--- config.mk ---
export PLATFORM = sky130hd
export DESIGN_NAME = ssps_port
export DESIGN_NICKNAME = d
export VERILOG_FILES = /design/src/hdl/ssps_pkg.sv /design/src/hdl/ssps_port.sv
export SDC_FILE = /design/constraint.sdc
export NUM_CORES = 1
export LEC_CHECK = 0
export ABC_CLOCK_PERIOD_IN_PS = 2800
export BUFFER_PORTS_ARGS = -buffer_cell sky130_fd_sc_hd__buf_4
export CORE_UTILIZATION = 31
export DETAILED_ROUTE_END_ITERATION = 8
export GPL_TIMING_DRIVEN = 0
export PLACE_DENSITY_LB_ADDON = 0.15
export SLEW_MARGIN = 10
export SYNTH_ARGS = -nofsm -noshare
export SYNTH_HDL_FRONTEND = slang
export SYNTH_SLANG_ARGS = --single-unit
--- constraint.sdc ---
create_clock -name CORE_CLK -period 2.8 [get_ports CORE_CLK]
set_input_delay 0.28 -clock CORE_CLK [delete_from_list [all_inputs] [get_ports CORE_CLK]]
set_output_delay 0.28 -clock CORE_CLK [all_outputs]
set_load 0.02 [all_outputs]
--- src/hdl/ssps_pkg.sv ---
// shared constants for the synchronous sram port state block
package ssps_pkg;
  // power-up settle time in microseconds and the core clock rate
  localparam int unsigned POWER_UP_SETTLE_US = 1000;
  localparam int unsigned CORE_CLK_MHZ = 50;
  localparam int unsigned POWER_UP_SETTLE_CYCLES =
    POWER_UP_SETTLE_US * CORE_CLK_MHZ;
  // default geometry
  localparam int unsigned LANES_DEFAULT = 4;
  localparam int unsigned ADDR_W_DEFAULT = 4;
  // reset value of the output enable
  localparam logic DQ_OE_RESET = 1'h0;
endpackage

--- src/hdl/ssps_port.sv ---
// sram host port: select decode, writes, bus tri-state, sleep
`timescale 1ns/1ps
`default_nettype none
////////////////////////////////////////////////////////////////////////////
// Function
// - selected only when primary select low, second high, third low.
// - full write by all-bytes write low, or gate and every lane select low.
// - after a write the data bus stays tri-stated until a new read starts.
// - on leaving sleep the data lines stay tri-stated until a read starts.
module ssps_port
  import ssps_pkg::*;
#(
  parameter int unsigned LANES = LANES_DEFAULT,
  parameter int unsigned ADDR_W = ADDR_W_DEFAULT,
  parameter int unsigned SETTLE_CYCLES = POWER_UP_SETTLE_CYCLES
) (
  input wire logic CORE_CLK,
  input wire logic RESET,
  input wire logic PRIMARY_SELECT_N,
  input wire logic SECOND_SELECT,
  input wire logic THIRD_SELECT_N,
  input wire logic PROCESSOR_ADDR_STROBE_N,
  input wire logic CONTROLLER_ADDR_STROBE_N,
  input wire logic ALL_BYTES_WRITE_N,
  input wire logic LANE_WRITE_GATE_N,
  input wire logic [LANES-1:0] LANE_WRITE_SELECT_N,
  input wire logic SLEEP_REQUEST,
  input wire logic [ADDR_W-1:0] ADDR,
  input wire logic [8*LANES-1:0] DQ_IN,
  output logic [8*LANES-1:0] DQ_OUT,
  output logic DQ_OE,
  output logic SETTLED
);
  // refuse geometries that the array and the counter cannot serve
  if (LANES < 1 || ADDR_W < 1 || ADDR_W > 12 ||
      SETTLE_CYCLES < 1) begin : g_bad_params
    $error("ssps_port: unsupported parameter values");
  end

  ////////////////////////////////////////////////////////////////////////
  // decode of select, strobes and write enables
  wire logic selected;
  wire logic sleeping;
  wire logic any_strobe;
  wire logic read_start;
  wire logic write_any;
  wire logic [LANES-1:0] lane_we;
  wire logic write_full;

  assign selected = !PRIMARY_SELECT_N && SECOND_SELECT && !THIRD_SELECT_N;
  assign sleeping = SLEEP_REQUEST;
  assign any_strobe = !PROCESSOR_ADDR_STROBE_N || !CONTROLLER_ADDR_STROBE_N;
  // a strobe with the device selected, not sleeping and no write begins a read
  assign read_start = any_strobe && selected && !sleeping && !write_any;
  // per-lane enables: global write covers all lanes
  assign lane_we = !ALL_BYTES_WRITE_N ? {LANES{1'b1}} :
                   (!LANE_WRITE_GATE_N ? ~LANE_WRITE_SELECT_N :
                    {LANES{1'b0}});
  assign write_full = &lane_we;
  assign write_any = |lane_we && selected && !sleeping;

  ////////////////////////////////////////////////////////////////////////
  // storage array, one generate branch per byte lane
  localparam int unsigned DEPTH = 1 << ADDR_W;
  wire logic [8*LANES-1:0] rd_word;
  genvar g;
  generate
    for (g = 0; g < LANES; g = g + 1) begin : g_lane
      // each lane owns its bytes, so every array has a single writer
      logic [7:0] lane_mem [0:DEPTH-1];
      always_ff @(posedge CORE_CLK) begin
        if (write_any && lane_we[g]) begin
          lane_mem[ADDR] <= DQ_IN[8*g +: 8];
        end
      end
      // lane g feeds bits 8g+7:8g of the read word
      assign rd_word[8*g +: 8] = lane_mem[ADDR];
    end
  endgenerate

  ////////////////////////////////////////////////////////////////////////
  // power-up settle counter, drives SETTLED only; reads and writes are not gated by it
  localparam int unsigned CNT_W = $clog2(SETTLE_CYCLES + 1);
  logic [CNT_W-1:0] settle_cnt;
  wire logic settle_done;
  assign settle_done = settle_cnt == CNT_W'(SETTLE_CYCLES);

  always_ff @(posedge CORE_CLK) begin
    if (RESET) begin
      settle_cnt <= '0;
      SETTLED <= 1'h0;
    end else begin
      if (!settle_done) begin
        settle_cnt <= settle_cnt + CNT_W'(1);
      end
      SETTLED <= settle_done;
    end
  end

  ////////////////////////////////////////////////////////////////////////
  // output enable and read data
  wire logic next_dq_oe;
  // reads open the bus; writes, deselect strobes and sleep close it
  assign next_dq_oe = sleeping ? 1'b0 :
                      (read_start ? 1'b1 :
                       ((write_any || (any_strobe && !selected)) ? 1'b0 :
                        DQ_OE));

  always_ff @(posedge CORE_CLK) begin
    if (RESET) begin
      DQ_OE <= DQ_OE_RESET;
      DQ_OUT <= '0;
    end else begin
      DQ_OE <= next_dq_oe;
      if (read_start) begin
        DQ_OUT <= rd_word;
      end
    end
  end
endmodule
`default_nettype wire

* Word level (Yosys, flattened, before mapping) *
Memory sizes are Yosys's and may differ from the RTL's. A register that Yosys moved wholly into a read port is not among the register bits.
Index checks and enable logic that the tools add are counted.

cells by class
  $add $sub $neg = 1
  equality and inequality tests = 1
  multiplexer cells = 12
  bitwise logic cells = 1
  reductions and logical operators = 24

operators with widths
  cell                     number
  $add A16 B1 Y16 const B  1
  $eq A16 B16 Y1 const B   1
  $logic_and A1 B1 Y1      12
  $mux W1                  10
  $mux W4                  2
  $logic_not A1 Y1         7
  $not A4 Y4               1
  $reduce_or A4 Y1         1
  $logic_or A1 B1 Y1       2
  $reduce_bool A2 Y1       1
  $reduce_or A2 Y1         1

storage, ports and cells
  flip-flop bits (word level) = 18
  RAM bits = 512
  input bits = 50
  output and inout port bits = 34
  logic and storage cells = 46
  memories = 4

memories
  name                words  width  rd ports  clocked after memory_dff  write ports  line             RTL
  g_lane[0].lane_mem  16     8      1         1                         1            ssps_port.sv:70  logic [7:0] lane_mem [0:DEPTH-1];
  g_lane[1].lane_mem  16     8      1         1                         1            ssps_port.sv:70
  g_lane[2].lane_mem  16     8      1         1                         1            ssps_port.sv:70
  g_lane[3].lane_mem  16     8      1         1                         1            ssps_port.sv:70

* Longest topological paths before layout *
  depth in word-level cells = 9
  mapped depth = 7

* Worst setup path before layout *
OpenSTA, ideal clock, no wires.

  path type = input port to flip-flop
  start point = in ADDR[1]
  end point = mem g_lane[0].lane_mem[14][0], enable pin
  arrival = 1.667 ns
  data required time = 2.430 ns
  slack = 0.763 ns
  stages on the path = 5
  path buffers = 2
  cells stage by stage = clkbuf_1 -> buf_1 -> nor2b_1 -> nand3_1 -> nor2_1

RTL lines
  what             line             RTL
  start, declared  ssps_port.sv:28  input wire logic [ADDR_W-1:0] ADDR,
  end, declared    ssps_port.sv:70

No word-level cell before the write port.

* Worst setup path in the final report *
  start point = in ADDR[1]
  end point = mem g_lane[3].lane_mem[14][5], enable pin

RTL lines
  what           line
  end, declared  ssps_port.sv:70

No word-level cell before the write port.

==> results by group <==
Run status
  – Status: finished, final reports clean

Logic synthesis
  – Warnings, synthesis: 0
  – Count of cell types in the netlist: 38
  – Compound-Gate Fraction of Synth Area: 0.01736
  – Synth Area in Simple Gates: 0.04475
  – Multiplexer area fraction after synthesis: 0.1629
  – XOR/XNOR share of the synthesized area: 0.004037
  – Synth top area share: 0.7087
  – Mapped cell area: between 20000 and 25000 sq um
  – Post-Synthesis Net Count: 1135
  – Synth Area per Inst: between 20 and 25 sq um
  – Largest family of logic cells by synthesized area: multiplexers
  – Post-synth EDFFs: 512
  – Register area share after synthesis: 0.7548
  – Ys flop type: edfxtp_1
  – Synthesized flop and latch total: ~560
  – Post-synth top area cell: edfxtp_1
  – Synth top area cells: edfxtp_1, mux4_2, dfxtp_1
  – Post-Syn Instances: 1083
  – Fraction of registers with async set/reset: 0
  – Post-Synth Adder-Cell Area: 0.001153

Critical path
  – WP data arrival: 2970 ps
  – Reg2reg path depth: 5
  – Setup CP Type: in2reg
  – R2r startpoint: settle_cnt[2]$_SDFFE_PP0N_
  – Crit-path cells: clkbuf_1, buf_1, nor2b_1, nand3_1, nor2_1
  – CP startpoint: ADDR[1]
  – Critical Path Sink: g_lane[3].lane_mem[14][5]$_DFFE_PP_
  – Reg2reg setup slack: 1090 ps
  – Crit path max-delay cell type: nor2_1
  – Crit-path max FO: 10
  – Worst path max stage delay: roughly 980 ps
  – Critical path endpoint category: flip-flop
  – Startpoint Class: input pin
  – R2r endpoint: settle_cnt[15]$_SDFFE_PP0N_
  – Worst Path Required: just over 3000 ps

Worst hold path
  – Hold path depth: 3
  – HP Class: in2reg

Global route
  – Total grt overflow: 0
  – Initial antenna violation count: 0
  – Vias in the first global route: 11.57k
  – First-pass GRT wire length: 81920 um
  – All-layer global routing usage: 0.1618
  – Largest net degree at the start of global routing: 17

Cells and area
  – Most common cell after layout, fill and taps aside: edfxtp_1
  – Finished Layout Cells: 2242
  – # fillers: 6480
  – Multi-input logic area: between 4000 and 5000 sq um
  – ANT cells: 0
  – Most frequent cells in the layout: edfxtp_1, mux4_2, buf_4
  – Share of cells above drive strength 1: 0.2571
  – Final nets: 1311
  – FF/Latch Area: 16380 sq um
  – Syn-to-layout area delta: 19.59%

STA
  – Fin crit period: around 2700 ps
  – Setup-failing EPs final: 0
  – Max Fclk: 0.3642 GHz
  – Setup skew after layout: between 20 and 30 ps
  – Setup TNS: 0 ps
  – Final hold violations: 0
  – Pin slew with the least headroom to its limit: ~1300 ps
  – Max-slew headroom: 0.1400
  – Max-slew violation count: 0
  – Period utilization: 0.9805
  – Unrepaired setup endpoints after global routing: no

Clock network
  – TritonCTS Sinks: ~560
  – Total CTS buffers: 61
  – CTS clk-pin slew, worst paths: 60 ps
  – Clock Tree Buf Depth: 3
  – CTS tree: built
  – # H-tree levels: 2
  – Root Buffer: clkbuf_16
  – Skew-Pair Late Insertion Delay: 630 ps

Placement
  – Placed cells: 2094
  – GP Congestion: 0.7917
  – PortBufs: 80
  – DP Wirelength: 37290 um

Detailed routing
  – WL per Instance: 25.27 um
  – First-pass DRT Iterations: 6
  – DRC: 0
  – Via-to-Cell Ratio: around 5
  – ANT nets after route: 0
  – Iter 0 DRT Violations: 742
  – Detailed Route WL: 56660 um
  – DR vias: 11.06k

Floorplanning
  – Rows: 96
  – Die ar.: 71040 sq um
  – Area of the core: around 69000 sq um
  – Die width: 266.5 um
  – Initial Utilization: 0.3147
  – Die Span Y: 266.5 um
  – I/O Pins: 84

Power
  – LEAKAGE: 8.582 nW
  – P per Cell Area: 715.2 nW/um^2
  – Worst vdd ir: 0.4129 mV

Job
  – Max_cap viols: 0
## worst max-delay path, delay by kind of cell
kind,cells,cell delay (ps)
buf+inv,2,1080
simple gates,3,1570
## per-layer routing
layer  vias up  GRT usage  part of all wire
met5         -          0                 0
met4         0    0.03402             0.016
met3        68    0.03469             0.054
met2       289     0.2625              0.48
met1      5909     0.2232              0.45
li1       4797          -                 -
## per-stage QoR
step | utilization | setup WS (ps) | power (W) | hold WS (ps) | area, sq um
global route | 0.3763 | 6.346 | 0.01911 | 62.33 | 25940
global placement | 0.3403 | -435.7 | 0.01013 | 451.3 | 23460
detailed placement | 0.3403 | -538.3 | 0.01014 | 460.6 | 23460
CTS | 0.3763 | 119.2 | 0.01875 | 20.50 | 25940
finish | 0.3763 | 54.56 | 0.01856 | 63.68 | 25940
floorplan | - | 763.0 | 0.009780 | 357.4 | 21690
## power breakdown
part / switching, W / internal (W)
sequential: 0.0000130 / 0.00917
clock: 0.00334 / 0.00523
combinational: 0.000478 / 0.000330
total: 0.00383 / 0.0147
## worst min-delay path by stage
stage | from | end | slack [ps]
6_report | ALL_BYTES_WRITE_N | DQ_OE$_SDFFE_PP0P_ | 60
5_1_grt | ALL_BYTES_WRITE_N | DQ_OE$_SDFFE_PP0P_ | 60
4_1_cts | ALL_BYTES_WRITE_N | DQ_OE$_SDFFE_PP0P_ | 20
3_5_place_dp | DQ_OUT[24]$_SDFFE_PP0P_ | DQ_OUT[24]$_SDFFE_PP0P_ | 460
3_3_place_gp | DQ_OUT[24]$_SDFFE_PP0P_ | DQ_OUT[24]$_SDFFE_PP0P_ | 450
2_1_floorplan | SLEEP_REQUEST | DQ_OE$_SDFFE_PP0P_ | 360
## area by class of cell
| class | instances | area share |
|---|---|---|
| Buffer | 61 | 0.01196 |
| Clock buffer | 78 | 0.06443 |
| Clock inverter | 37 | 0.01857 |
| Inverter | 4 | 0.0005787 |
| Multi-Input combinational cell | 456 | 0.1925 |
| Sequential cell | 562 | 0.6312 |
| Tap cell | 931 | 0.04490 |
| Timing Repair Buffer | 113 | 0.03588 |
## logic make-up after synthesis
logic type,count (synthesis)
flops,562
simple gates,202
mux,193
buf+inv,65
compound gates,49
xor+xnor,10
fa+ha+maj,2
## cell usage after synthesis (3+ instances only)
cell	number
inv_1	4
xor2_1	9
o21ai_0	8
mux4_2	128
nor2b_1	4
buf_2	23
nand4_1	6
and3_1	3
buf_6	7
a21oi_1	6
clkbuf_1	23
a211o_1	32
nand3_1	12
dfxtp_1	50
nand2_1	18
nor2_1	79
nor3_1	64
mux2i_1	65
or3_1	3
buf_1	8
edfxtp_1	512
## timing repair
item                                    in CTS  in global routing
gates resized for setup                      0                  0
buffers inserted                             0                  0
endpoints found under the setup margin       0                  0
endpoints found under the hold margin      513                  0
hold buffers                                33                  0
## flip-flops by register name, indices dropped and copies added, names as in the netlist
name / count
DQ_OE: 1
DQ_OUT: 32
SETTLED: 1
g_lane.lane_mem: 512
settle_cnt: 16
(Power assumes the default switching activity.)
